`config.mk`:
```
export PLATFORM = sky130hd
export DESIGN_NAME = pulse_train_position_loop
export DESIGN_NICKNAME = d
export VERILOG_FILES = /design/src/common/pulse_loop_pkg.sv /design/src/rtl/pulse_train_position_loop.sv
export SDC_FILE = /design/constraint.sdc
export NUM_CORES = 1
export LEC_CHECK = 0
export BUFFER_PORTS_ARGS = -buffer_cell sky130_fd_sc_hd__buf_2
export CORE_MARGIN = 2
export CORE_UTILIZATION = 52
export CTS_BUF_LIST = sky130_fd_sc_hd__clkbuf_4 sky130_fd_sc_hd__clkbuf_8
export CTS_CLUSTER_SIZE = 25
export DETAILED_ROUTE_END_ITERATION = 12
export GPL_TIMING_DRIVEN = 0
export PLACE_DENSITY = 0.82
export SLEW_MARGIN = 20
export SYNTH_ARGS = -nofsm -noshare
export SYNTH_HDL_FRONTEND = slang
export SYNTH_SLANG_ARGS = --single-unit
```
`constraint.sdc`:
```
create_clock -name clk -period 13.25 [get_ports clk]
set_input_delay 0.6625 -clock clk [delete_from_list [all_inputs] [get_ports clk]]
set_output_delay 0.6625 -clock clk [all_outputs]
set_load 0.02 [all_outputs]
```
`src/common/pulse_loop_pkg.sv`:
```
// Constants and pin bundles for the pulse train position loop
package pulse_loop_pkg;

	// Clock and timing
	localparam int CLK_HZ = 50_000_000;
	localparam int READY_DELAY_US = 100_000;
	localparam int READY_DELAY_CYCLES = READY_DELAY_US * (CLK_HZ / 1_000_000);

	// Register map, byte addresses on a 32-bit Avalon slave
	localparam int ADDR_W = 5;
	localparam logic [ADDR_W-1:0] OFS_INPOS_WIDTH = 5'h00;
	localparam logic [ADDR_W-1:0] OFS_ENC_LINES = 5'h04;
	localparam logic [ADDR_W-1:0] OFS_IN_FSEL = 5'h08;
	localparam logic [ADDR_W-1:0] OFS_OUT_FSEL = 5'h0c;
	localparam logic [ADDR_W-1:0] OFS_DROOP = 5'h10;
	localparam logic [ADDR_W-1:0] OFS_STATUS = 5'h14;

	// Status word bit positions
	localparam int ST_SERVO_ON = 0;
	localparam int ST_READY = 1;
	localparam int ST_INPOS = 2;
	localparam int ST_FWD_LIMIT = 3;
	localparam int ST_REV_LIMIT = 4;

	// Reset values
	localparam logic [31:0] INPOS_WIDTH_RST = 32'h0000_0064;
	localparam logic [15:0] ENC_LINES_RST = 16'h0400;
	localparam logic [31:0] IN_FSEL_RST = 32'h0000_0000;
	localparam logic [31:0] OUT_FSEL_RST = 32'h0000_0000;

	// Terminal function codes
	localparam int FSEL_W = 8;
	localparam logic [FSEL_W-1:0] FSEL_SERVO_ON = 8'h17;
	localparam logic [FSEL_W-1:0] FSEL_IN_POSITION = 8'h24;

	// Encoder position width, four counts per line of a 16-bit line count
	localparam int POS_W = 18;

	// Command pulse and contact pins; high means the contact is shorted to common
	typedef struct packed {
		logic revTravelLimitIn;
		logic fwdTravelLimitIn;
		logic counterClearIn;
		logic revCmdPulseIn;
		logic fwdCmdPulseIn;
	} cmdPins_s;

	// Quadrature encoder channels
	typedef struct packed {
		logic b;
		logic a;
	} encPins_s;

endpackage

```
`src/rtl/pulse_train_position_loop.sv`:
```
// Position loop: deviation counter, servo enable, ready, in-position, index
`timescale 1ns/1ns
`default_nettype none

module pulse_train_position_loop #(
	parameter int CNT_W = 24,
	parameter int NUM_IN = 4,
	parameter int NUM_OUT = 4,
	parameter int READY_DELAY = pulse_loop_pkg::READY_DELAY_CYCLES
)
(
	// Clock and reset
	input wire logic clk,
	input wire logic arst_n,
	// Avalon-MM slave
	input wire logic [pulse_loop_pkg::ADDR_W-1:0] address,
	input wire logic read,
	input wire logic write,
	input wire logic [31:0] writedata,
	input wire logic [3:0] byteenable,
	output logic [31:0] readdata,
	output logic waitrequest,
	// Pins from controller, contacts and encoder
	input wire pulse_loop_pkg::cmdPins_s cmdPins,
	input wire pulse_loop_pkg::encPins_s encPins,
	input wire logic [NUM_IN-1:0] termIn,
	// Drive side
	output logic baseEnable,
	output logic driveReady,
	output logic signed [CNT_W-1:0] speedCmd,
	output logic indexRevOut,
	output logic [NUM_OUT-1:0] termOut
);
	import pulse_loop_pkg::*;

	localparam int SYNC_W = 7 + NUM_IN;

	if (NUM_IN < 1 || NUM_IN > 4 || NUM_OUT < 1 || NUM_OUT > 4)
		$error("Terminal counts must be 1 to 4");
	if (CNT_W < 8 || CNT_W > 32)
		$error("Counter width must be 8 to 32");
	if (READY_DELAY < 1)
		$error("Ready delay must be at least one cycle");

	////////////////////////////////////////////////////////////////////////////
	// Functions

	// Clamp a wide sum into the counter range
	function automatic logic signed [CNT_W-1:0] saturate(input logic signed [CNT_W+1:0] v);
		logic signed [CNT_W+1:0] maxV;
		logic signed [CNT_W+1:0] minV;
		maxV = (CNT_W+2)'((64'sd1 <<< (CNT_W-1)) - 64'sd1);
		minV = -maxV - (CNT_W+2)'(1);
		if (v > maxV)
			saturate = maxV[CNT_W-1:0];
		else if (v < minV)
			saturate = minV[CNT_W-1:0];
		else
			saturate = v[CNT_W-1:0];
	endfunction

	// One quadrature step: +1 with A leading, -1 with B leading
	function automatic logic signed [1:0] quadStep(input logic [1:0] prevBa, input logic [1:0] curBa);
		case ({prevBa, curBa})
			4'b0001, 4'b0111, 4'b1110, 4'b1000: quadStep = 2'sd1;
			4'b0010, 4'b1011, 4'b1101, 4'b0100: quadStep = -2'sd1;
			default: quadStep = 2'sd0;
		endcase
	endfunction

	// Byte-lane merge of a bus write
	function automatic logic [31:0] mergeBytes(input logic [31:0] old, input logic [31:0] wd,
		input logic [3:0] be);
		logic [31:0] r;
		r = old;
		for (int i = 0; i < 4; i++)
		begin
			if (be[i])
				r[8*i +: 8] = wd[8*i +: 8];
		end
		mergeBytes = r;
	endfunction

	////////////////////////////////////////////////////////////////////////////
	// Pin synchronisers and edge history

	logic [SYNC_W-1:0] meta_ff, sync_ff, prev_ff;
	logic [SYNC_W-1:0] nxt_meta, nxt_sync, nxt_prev;

	always_comb
	begin
		nxt_meta = {termIn, encPins, cmdPins};
		nxt_sync = meta_ff;
		nxt_prev = sync_ff;
	end

	always_ff @(posedge clk or negedge arst_n)
	begin
		if (!arst_n)
		begin
			meta_ff <= '0;
			sync_ff <= '0;
			prev_ff <= '0;
		end
		else
		begin
			meta_ff <= nxt_meta;
			sync_ff <= nxt_sync;
			prev_ff <= nxt_prev;
		end
	end

	cmdPins_s cmdNow, cmdOld;
	encPins_s encNow, encOld;
	logic [NUM_IN-1:0] termNow;
	assign cmdNow = sync_ff[4:0];
	assign cmdOld = prev_ff[4:0];
	assign encNow = sync_ff[6:5];
	assign encOld = prev_ff[6:5];
	assign termNow = sync_ff[SYNC_W-1:7];

	////////////////////////////////////////////////////////////////////////////
	// Registers reached over the bus

	logic ack_ff, nxt_ack;
	logic [31:0] readdata_ff, nxt_readdata;
	logic [31:0] inposWidthSetting_ff, nxt_inposWidthSetting;
	logic [15:0] encLines_ff, nxt_encLines;
	logic [31:0] inputFunctionSelect_ff, nxt_inputFunctionSelect;
	logic [31:0] outputFunctionSelect_ff, nxt_outputFunctionSelect;
	logic signed [CNT_W-1:0] droop_ff;
	logic [31:0] statusWord;
	logic servoOn, inPos_ff, ready_ff;
	logic [31:0] encLinesWide;

	// One wait state per access; unmapped reads give zero, writes drop
	assign waitrequest = (read | write) & ~ack_ff;
	assign readdata = readdata_ff;
	assign encLinesWide = mergeBytes({16'h0000, encLines_ff}, writedata, byteenable);

	always_comb
	begin
		statusWord = '0;
		statusWord[ST_SERVO_ON] = servoOn;
		statusWord[ST_READY] = ready_ff;
		statusWord[ST_INPOS] = inPos_ff;
		statusWord[ST_FWD_LIMIT] = cmdNow.fwdTravelLimitIn;
		statusWord[ST_REV_LIMIT] = cmdNow.revTravelLimitIn;
		nxt_ack = (read | write) & ~ack_ff;
		nxt_readdata = readdata_ff;
		nxt_inposWidthSetting = inposWidthSetting_ff;
		nxt_encLines = encLines_ff;
		nxt_inputFunctionSelect = inputFunctionSelect_ff;
		nxt_outputFunctionSelect = outputFunctionSelect_ff;
		if (read && !ack_ff)
		begin
			case (address)
				OFS_INPOS_WIDTH: nxt_readdata = inposWidthSetting_ff;
				OFS_ENC_LINES: nxt_readdata = {16'h0000, encLines_ff};
				OFS_IN_FSEL: nxt_readdata = inputFunctionSelect_ff;
				OFS_OUT_FSEL: nxt_readdata = outputFunctionSelect_ff;
				OFS_DROOP: nxt_readdata = 32'(droop_ff);
				OFS_STATUS: nxt_readdata = statusWord;
				default: nxt_readdata = '0;
			endcase
		end
		if (write && ack_ff)
		begin
			case (address)
				OFS_INPOS_WIDTH:
					nxt_inposWidthSetting = mergeBytes(inposWidthSetting_ff, writedata, byteenable);
				OFS_ENC_LINES: nxt_encLines = encLinesWide[15:0];
				OFS_IN_FSEL:
					nxt_inputFunctionSelect = mergeBytes(inputFunctionSelect_ff, writedata, byteenable);
				OFS_OUT_FSEL:
					nxt_outputFunctionSelect = mergeBytes(outputFunctionSelect_ff, writedata, byteenable);
				default: nxt_ack = 1'b0;
			endcase
		end
	end

	always_ff @(posedge clk or negedge arst_n)
	begin
		if (!arst_n)
		begin
			ack_ff <= 1'b0;
			readdata_ff <= '0;
			inposWidthSetting_ff <= INPOS_WIDTH_RST;
			encLines_ff <= ENC_LINES_RST;
			inputFunctionSelect_ff <= IN_FSEL_RST;
			outputFunctionSelect_ff <= OUT_FSEL_RST;
		end
		else
		begin
			ack_ff <= nxt_ack;
			readdata_ff <= nxt_readdata;
			inposWidthSetting_ff <= nxt_inposWidthSetting;
			encLines_ff <= nxt_encLines;
			inputFunctionSelect_ff <= nxt_inputFunctionSelect;
			outputFunctionSelect_ff <= nxt_outputFunctionSelect;
		end
	end

	////////////////////////////////////////////////////////////////////////////
	// Servo enable and ready delay

	logic [31:0] readyCnt_ff, nxt_readyCnt;
	logic nxt_ready;

	always_comb
	begin
		servoOn = 1'b0;
		for (int i = 0; i < NUM_IN; i++)
		begin
			if (inputFunctionSelect_ff[FSEL_W*i +: FSEL_W] == FSEL_SERVO_ON && termNow[i])
				servoOn = 1'b1;
		end
		nxt_readyCnt = readyCnt_ff;
		nxt_ready = 1'b0;
		if (!servoOn)
			nxt_readyCnt = '0;
		else if (readyCnt_ff < 32'(READY_DELAY))
			nxt_readyCnt = readyCnt_ff + 32'h0000_0001;
		if (servoOn && readyCnt_ff >= 32'(READY_DELAY))
			nxt_ready = 1'b1;
	end

	always_ff @(posedge clk or negedge arst_n)
	begin
		if (!arst_n)
		begin
			readyCnt_ff <= '0;
			ready_ff <= 1'b0;
		end
		else
		begin
			readyCnt_ff <= nxt_readyCnt;
			ready_ff <= nxt_ready;
		end
	end

	assign baseEnable = servoOn;
	assign driveReady = ready_ff;

	////////////////////////////////////////////////////////////////////////////
	// Deviation counter and speed command

	logic signed [CNT_W-1:0] nxt_droop, speedCmd_ff, nxt_speedCmd;
	logic signed [CNT_W+1:0] droopSum;
	logic signed [1:0] fbStep;
	logic [CNT_W-1:0] droopMag;
	logic nxt_inPos;

	// Index channel never enters this loop
	assign fbStep = quadStep(encOld, encNow);

	always_comb
	begin
		droopSum = (CNT_W+2)'(droop_ff);
		if (cmdNow.fwdCmdPulseIn && !cmdOld.fwdCmdPulseIn)
			droopSum = droopSum + (CNT_W+2)'(1);
		if (cmdNow.revCmdPulseIn && !cmdOld.revCmdPulseIn)
			droopSum = droopSum - (CNT_W+2)'(1);
		droopSum = droopSum - (CNT_W+2)'(fbStep);
		nxt_droop = saturate(droopSum);
		if (!cmdNow.counterClearIn && cmdOld.counterClearIn)
			nxt_droop = '0;
		droopMag = droop_ff[CNT_W-1] ? CNT_W'(-droop_ff) : CNT_W'(droop_ff);
		nxt_inPos = servoOn && (32'(droopMag) < inposWidthSetting_ff);
		// Proportional speed command; an open limit blocks only its own direction
		nxt_speedCmd = droop_ff;
		if (!servoOn)
			nxt_speedCmd = '0;
		else if (droop_ff > 0 && !cmdNow.fwdTravelLimitIn)
			nxt_speedCmd = '0;
		else if (droop_ff < 0 && !cmdNow.revTravelLimitIn)
			nxt_speedCmd = '0;
	end

	always_ff @(posedge clk or negedge arst_n)
	begin
		if (!arst_n)
		begin
			droop_ff <= '0;
			speedCmd_ff <= '0;
			inPos_ff <= 1'b0;
		end
		else
		begin
			droop_ff <= nxt_droop;
			speedCmd_ff <= nxt_speedCmd;
			inPos_ff <= nxt_inPos;
		end
	end

	assign speedCmd = speedCmd_ff;

	////////////////////////////////////////////////////////////////////////////
	// Output terminals and index pulse

	logic [NUM_OUT-1:0] termOut_ff, nxt_termOut;
	logic [POS_W-1:0] pos_ff, nxt_pos, revCounts;
	logic index_ff, nxt_index;

	assign revCounts = {encLines_ff, 2'b00};

	always_comb
	begin
		for (int j = 0; j < NUM_OUT; j++)
			nxt_termOut[j] = (outputFunctionSelect_ff[FSEL_W*j +: FSEL_W] == FSEL_IN_POSITION)
				&& inPos_ff;
		nxt_pos = pos_ff;
		nxt_index = 1'b0;
		// Zero line count disables the index rather than pulsing every step
		if (revCounts != '0 && fbStep == 2'sd1)
		begin
			if (pos_ff >= revCounts - POS_W'(1))
			begin
				nxt_pos = '0;
				nxt_index = 1'b1;
			end
			else
				nxt_pos = pos_ff + POS_W'(1);
		end
		else if (revCounts != '0 && fbStep == -2'sd1)
		begin
			if (pos_ff == '0 || pos_ff >= revCounts)
			begin
				nxt_pos = revCounts - POS_W'(1);
				nxt_index = 1'b1;
			end
			else
				nxt_pos = pos_ff - POS_W'(1);
		end
	end

	always_ff @(posedge clk or negedge arst_n)
	begin
		if (!arst_n)
		begin
			termOut_ff <= '0;
			pos_ff <= '0;
			index_ff <= 1'b0;
		end
		else
		begin
			termOut_ff <= nxt_termOut;
			pos_ff <= nxt_pos;
			index_ff <= nxt_index;
		end
	end

	assign termOut = termOut_ff;
	assign indexRevOut = index_ff;

endmodule

`default_nettype wire

```
Word-level counts from Yosys, hierarchy flattened --
Memories as Yosys holds them, arrays and structs flattened. Index checks and enable logic that the tools add are counted.
Operators by class: $add $sub $neg 8, magnitude comparators 9, equal/unequal tests 16, muxes and demuxes 27, bitwise gates (word level) 3, reduce and logical (&&, ||, !) cells 45
Operators with widths (number):
- 32-bit case mux with 6 select lines | 1
- 24-bit 2-to-1 mux | 7
- 18-bit 2-to-1 mux | 4
- 32-bit 2-to-1 mux | 2
- 26-bit 2-to-1 mux | 2
- 3-bit AND reduction | 14
- 18-bit greater-or-equal comparator | 2
- 18-bit by 1-bit subtractor with 18-bit output, second input constant | 2
- 32-bit by 1-bit adder with 32-bit output, second input constant | 1
- 8-bit by 5-bit == test with 1-bit output, second input constant | 4
- 8-bit by 6-bit == test with 1-bit output, second input constant | 4
- 32-bit by 23-bit greater-or-equal comparator with 1-bit output, second input constant | 1
- 24-bit by 32-bit < comparator with 1-bit output | 1
- 32-bit by 23-bit < comparator with 1-bit output, second input constant | 1
- 26-bit by 24-bit > comparator with 1-bit output, second input constant | 1
- 26-bit by 24-bit < comparator with 1-bit output, second input constant | 1
- 26-bit by 2-bit subtractor with 26-bit output | 1
- 26-bit by 2-bit subtractor with 26-bit output, second input constant | 1
- 24-bit by 2-bit adder with 25-bit output, second input constant | 1
- 24-bit by 1-bit > comparator with 1-bit output, second input constant | 1
- 24-bit by 1-bit < comparator with 1-bit output, second input constant | 1
- 24-bit negator | 1
- 1-bit logical AND | 19
- 18-bit by 1-bit adder with 18-bit output, second input constant | 1
- 17 further kinds | 34
Word-level totals: flip-flop bits (word level) 279, bits in read-only memories 32, bits of input ports 56, output and inout port bits 64, word-level logic and storage cells 136, memories kept 1
Memories:
- (no name shown) | words 16, width 2, read ports 1, clocked after Yosys merged registers in 0, write ports 0, line pulse_train_position_loop.sv:64 | case ({prevBa, curBa})

Logic depth before layout (Yosys ltp) --
depth after elaboration 10, mapped depth 26, depth with buffers taken out 24

Worst setup path after synthesis --
Ideal clock, no wire load.
path kind reg-to-reg, start reg droop_ff[1], end reg droop_ff[10], library setup time 0.141 ns, arrival 5.043 ns, required time 13.109 ns, path slack 8.067 ns, stages on the path, launching flop included 24, path buffers 2, clock period less this slack 5.183 ns, cell sequence dfrtp_1 inv_1 ha_1 and4bb_2 a21oi_1 nor3_1 o211ai_2 or2_4 and2b_2 o21ai_0 xnor2_1 ha_1 clkbuf_1 nand4_1 or3_1 or3b_1 o221ai_1 a21oi_1 o221a_2 a31oi_1 xnor2_2 nor4_4 buf_6 o31ai_2
On the way: word-level cells in the longest chain between the ends 9, elaborated cells on any way between the ends 10, those cells by class add/sub (3); order compare (2); mux (5)
Ends and longest elaborated chain:
- from (decl) | line pulse_train_position_loop.sv:131 | logic signed [CNT_W-1:0] droop_ff;
- from (signal assigned) | line pulse_train_position_loop.sv:290 | droop_ff <= nxt_droop;
- 24-bit by 2-bit adder with 25-bit output | line pulse_train_position_loop.sv:261 | droopSum = droopSum + (CNT_W+2)'(1);
- 26-bit 2-to-1 mux * | line pulse_train_position_loop.sv:260 | if (cmdNow.fwdCmdPulseIn && !cmdOld.fwdCmdPulseIn)
- 26-bit by 2-bit subtractor with 26-bit output | line pulse_train_position_loop.sv:263 | droopSum = droopSum - (CNT_W+2)'(1);
- 26-bit 2-to-1 mux * | line pulse_train_position_loop.sv:262 | if (cmdNow.revCmdPulseIn && !cmdOld.revCmdPulseIn)
- 26-bit by 2-bit subtractor with 26-bit output * | line pulse_train_position_loop.sv:264 | droopSum = droopSum - (CNT_W+2)'(fbStep);
- 26-bit by 24-bit < comparator with 1-bit output | line pulse_train_position_loop.sv:56 | else if (v < minV)
- 24-bit 2-to-1 mux | line pulse_train_position_loop.sv:56
- 24-bit 2-to-1 mux * | line pulse_train_position_loop.sv:54 | if (v > maxV)
- 24-bit 2-to-1 mux * | line pulse_train_position_loop.sv:266 | if (!cmdNow.counterClearIn && cmdOld.counterClearIn)
- via nxt_droop[10] | line pulse_train_position_loop.sv:248 | logic signed [CNT_W-1:0] nxt_droop, speedCmd_ff, nxt_speedCmd;
Mark *: on every way through the listed nets, which the timed path passes. The rest lies on a longest branch. A chain may end at the register's enable or synchronous reset.

Worst setup path after layout --
start reg droop_ff[1], end reg droop_ff[18]
The elaborated chain is that of the path after synthesis.

==> impl_results.md <==
* Slew @ Worst Pin at slightly above 1 ns
* Crit-path most repeated cell: ha_1
* CP Buf/Inv Count at 2
* Chip Height at 184 µm
* Final hold violation count at 0
* Nets at roughly 2.0k
* Synth Net Count at around 1.9k
* Max_cap viols at 0
* Power share of the clock group at between 20% and 30%
* Setup ws final at just under 7 ns
* Slowest stage cell, crit path: nor4_4
* IO Port Bufs at ~120
* GR Overflow Total at 0
* Ys flop type: dfrtp_1
* Initial DRT Pass Iterations at 6
* Die Area at between 30000 and 40000 µm²
* Critical path cell sequence: inv_1, ha_1, a21oi_1, ha_1, nand3b_1, nor2_1, nand2_1, nor3_1, nand2b_1, o31a_1, o22ai_1, o21ai_0, ha_1, nand3_1, or3_1, or3b_1, o221ai_1, a21oi_1, o221a_2, a31oi_1, xnor2_2, nor4_4, buf_6, o21ai_1
* Simple-gate share of the synthesized area at between 10% and 20%
* RSZ-0062 raised after global routing: false
* Setup CP Type: reg2reg
* Switching component of the power at 0.00153 W
* Outcome: finished clean
* Layer with the highest usage: met2
* # clock sinks at 277
* Setup_tns at 0 ns
* Hold-fix buffer count after cts at 0
* Max Slew Vio Count at 0
* GR Util met1 at between 30% and 40%
* CP arrival at approximately 6.9 ns
* Starting density of the core at 53.1%
* Avg Inst Size Synth at 9.80 µm²
* Internal Power at 0.00222 W
* Fraction of the mapped netlist area in adder cells at 7.03%
* Most common cell in the netlist: dfrtp_1
* Comb power frac at 47.8%
* Total core area at between 30000 and 40000 µm²
* Crit path max fanout at 10
* Proportion of layout cells with a drive suffix above 1 at 18.7%
* TritonCTS clock tree: done
* Row count at between 60 and 70
* Yosys cell types at between 90 and 100
* Worst Hold Class: in2async
* Sequential area share after synthesis at between 40% and 50%
* Min cycle time layout at ~6.5 ns
* Pre-CTS WS at ~7.0 ns
* Tot Pwr at 0.00375 W
* CTS Buf Count at 47
* Antenna cell count at 0
* Largest family of logic cells by synthesized area: simple AND/OR/NAND/NOR gates
* PD cells at roughly 200 nW/µm²
* Area contributors post-synth: dfrtp_1, ha_1, mux2_2
* Synth Area in XOR/XNOR at around 6.4%
* Via density at a little over 6
* EDFF count, synth at 0
* Io pins at 120
* Number of buffers added for setup after CTS at 0
* Final wirelength at 46300 µm
* VDD IR max at ~0.12 mV
* Drt drc at 0
* Initial DRC Count at between 1k and 1.5k
* Via count at about 14k
* Worst skew pair latency at about 0.60 ns
* Clk root buf: clkbuf_8
* Hold Slack at ~0.017 ns
* Area occupied by multi-input gates at between 9000 and 10000 µm²
* Synth Area in Compound Gates at between 15 and 20%
* GRT Total Usage at between 20% and 30%
* Register area at approximately 6900 µm²
* Mapped Area at 16800 µm²
* Vias in the first global route at 14.2k
* Clk_skew at slightly below 0.03 ns
* Worst rel slew slack at 30.9%
* Routability congestion estimate from global placement at 1.02
* Area leader, netlist: dfrtp_1
* Post-Synthesis Cells at around 1.7k
* # setup viols final at 0
* Dpl hpwl at roughly 34000 µm
* CTS Buffer Depth at 3
* Fillcell total at between 2k and 3k
* Met3 Use GR at 4.87%
* Asr flop ratio synth at between 90% and 100%
* Worst-path clk slew at approximately 0.070 ns
* First-pass GRT wire length at 74000 µm
* Worst Path Required at between 10 and 15 ns
* Post-synthesis mux area share at between 7 and 8%
* Flop pwr share at 28.7%
* Share of the synthesized area in the top cell type at between 40 and 50%
* Synth Warn # at 0
* Synth cell count leaders: dfrtp_1, nand2_1, o21ai_0
* Max Fclk at between 150 and 200 MHz
* Max H-tree Level at 2
* Worst setup SP type: flop
* Fin crit share at between 40% and 50%
* Sw Share at between 40% and 50%
* Avg WL per Cell at roughly 20 µm
* Synth Register Bits at between 200 and 300
* Top delay family on crit path: simple AND/OR/NAND/NOR gates
* Leak at 8.92 nW
* Synth-to-layout area growth at 13.4%
* Initial antenna violation count at 1
* M2 GR Usage at 46.0%
* CP endpoint kind: flop
* Max incr delay on CP at ~0.53 ns
* Remaining antenna violation count after routing at 0
* Die width at 184 µm
* Largest net degree at the start of global routing at ~100
* CTS resizes at 0
## metrics by stage
stage	instances	instance area (µm²)	util, %
2_1_floorplan	1717	16800	-
3_3_place_gp	2236	17900	56.5
3_5_place_dp	2238	18000	56.7
4_1_cts	2321	19100	60.1
5_1_grt	2321	19100	60.2
6_report	2321	19100	60.2
## path summary, 6_finish.rpt
check,startpoint,endpoint,slack (ns),depth (start not counted)
max,droop_ff[1]$_DFF_PN0_,droop_ff[18]$_DFF_PN0_,6.76,24
min,arst_n,pos_ff[15]$_DFFE_PN0P_,0.02,1
max reg2reg,droop_ff[1]$_DFF_PN0_,droop_ff[18]$_DFF_PN0_,6.76,24
min reg2reg,meta_ff[2]$_DFF_PN0_,nxt_prev[2]$_DFF_PN0_,0.35,0
max in group asynchronous,arst_n,readyCnt_ff[3]$_DFFE_PN0P_,11.76,3
min in group clk,termIn[0],meta_ff[7]$_DFF_PN0_,0.17,1
## layout by cell type, fill, tap and decap left out, types with 34 or more instances in the layout
master and instances:
a21oi_1 74, mux2i_1 34, mux2_2 75, nor2_1 106
nand3_1 50, dfrtp_1 273, ha_1 93, o21ai_0 135
nand2_1 137, clkbuf_1 69, clkbuf_8 65, xnor2_1 88
inv_1 65, a21o_1 41, buf_2 123, nor3_1 34
## registers in the layout (all words and copies together) (netlist names)
register / cells
ack_ff: 1
driveReady: 1
droop_ff: 24
encLines_ff: 16
inPos_ff: 1
indexRevOut: 1
inposWidthSetting_ff: 32
inputFunctionSelect_ff: 32
meta_ff: 11
nxt_prev: 11
outputFunctionSelect_ff: 32
pos_ff: 18
prev_ff: 5
readdata: 32
readyCnt_ff: 32
speedCmd: 24
termOut: 4
## cell type report
| class | count | share of cell area, % |
|---|---|---|
| clock buffers | 69 | 4.65 |
| clock inverters | 14 | 1.06 |
| plain buffers | 94 | 2.53 |
| flip-flops and latches | 277 | 36.3 |
| multi-input cells | 1280 | 48.1 |
| repair buffers | 119 | 3.41 |
| inverters | 66 | 1.30 |
| well taps | 402 | 2.64 |
## cells by family (layout without fill, tap and decap cells)
group | after synthesis | in the layout
AOI/OAI and AO/OA | 401 | 401
xor gates and xnor gates | 122 | 122
adders and majority gates | 94 | 94
muxes | 110 | 110
buffers and inverters | 160 | 362
and+or+nand+nor | 553 | 553
DFF | 277 | 277
## worst register-to-register path: stages (launching register included)
cell      delay [ns]
dfrtp_1         0.50
inv_1           0.23
ha_1            0.44
a21oi_1         0.23
ha_1            0.18
nand3b_1        0.15
nor2_1          0.22
nand2_1         0.14
nor3_1          0.50
nand2b_1        0.24
o31a_1          0.29
o22ai_1         0.12
o21ai_0         0.17
ha_1            0.42
nand3_1         0.09
or3_1           0.37
or3b_1          0.17
o221ai_1        0.09
a21oi_1         0.21
o221a_2         0.33
a31oi_1         0.16
xnor2_2         0.21
nor4_4          0.53
buf_6           0.25
o21ai_1         0.12
## metal layers
| layer | vias up | wire (µm) |
|---|---|---|
| met1 | 6927 | 18800 |
| met5 | - | 13 |
| met4 | 2 | 2040 |
| met2 | 599 | 22000 |
| li1 | 6566 | - |
| met3 | 139 | 3390 |
## power by group through the flow
| stage | logic (W) | registers [W] | clock network [W] |
|---|---|---|---|
| CTS | 0.00177 | 0.00107 | 0.000896 |
| finish | 0.00179 | 0.00108 | 0.000883 |
| detailed placement | 0.00174 | 0.00108 | 0 |
| global placement | 0.00168 | 0.00108 | 0 |
| global route | 0.00196 | 0.00109 | 0.000941 |
| floorplan | 0.00135 | 0.00105 | 0 |
No activity file was read; power rests on OpenSTA's default activity.
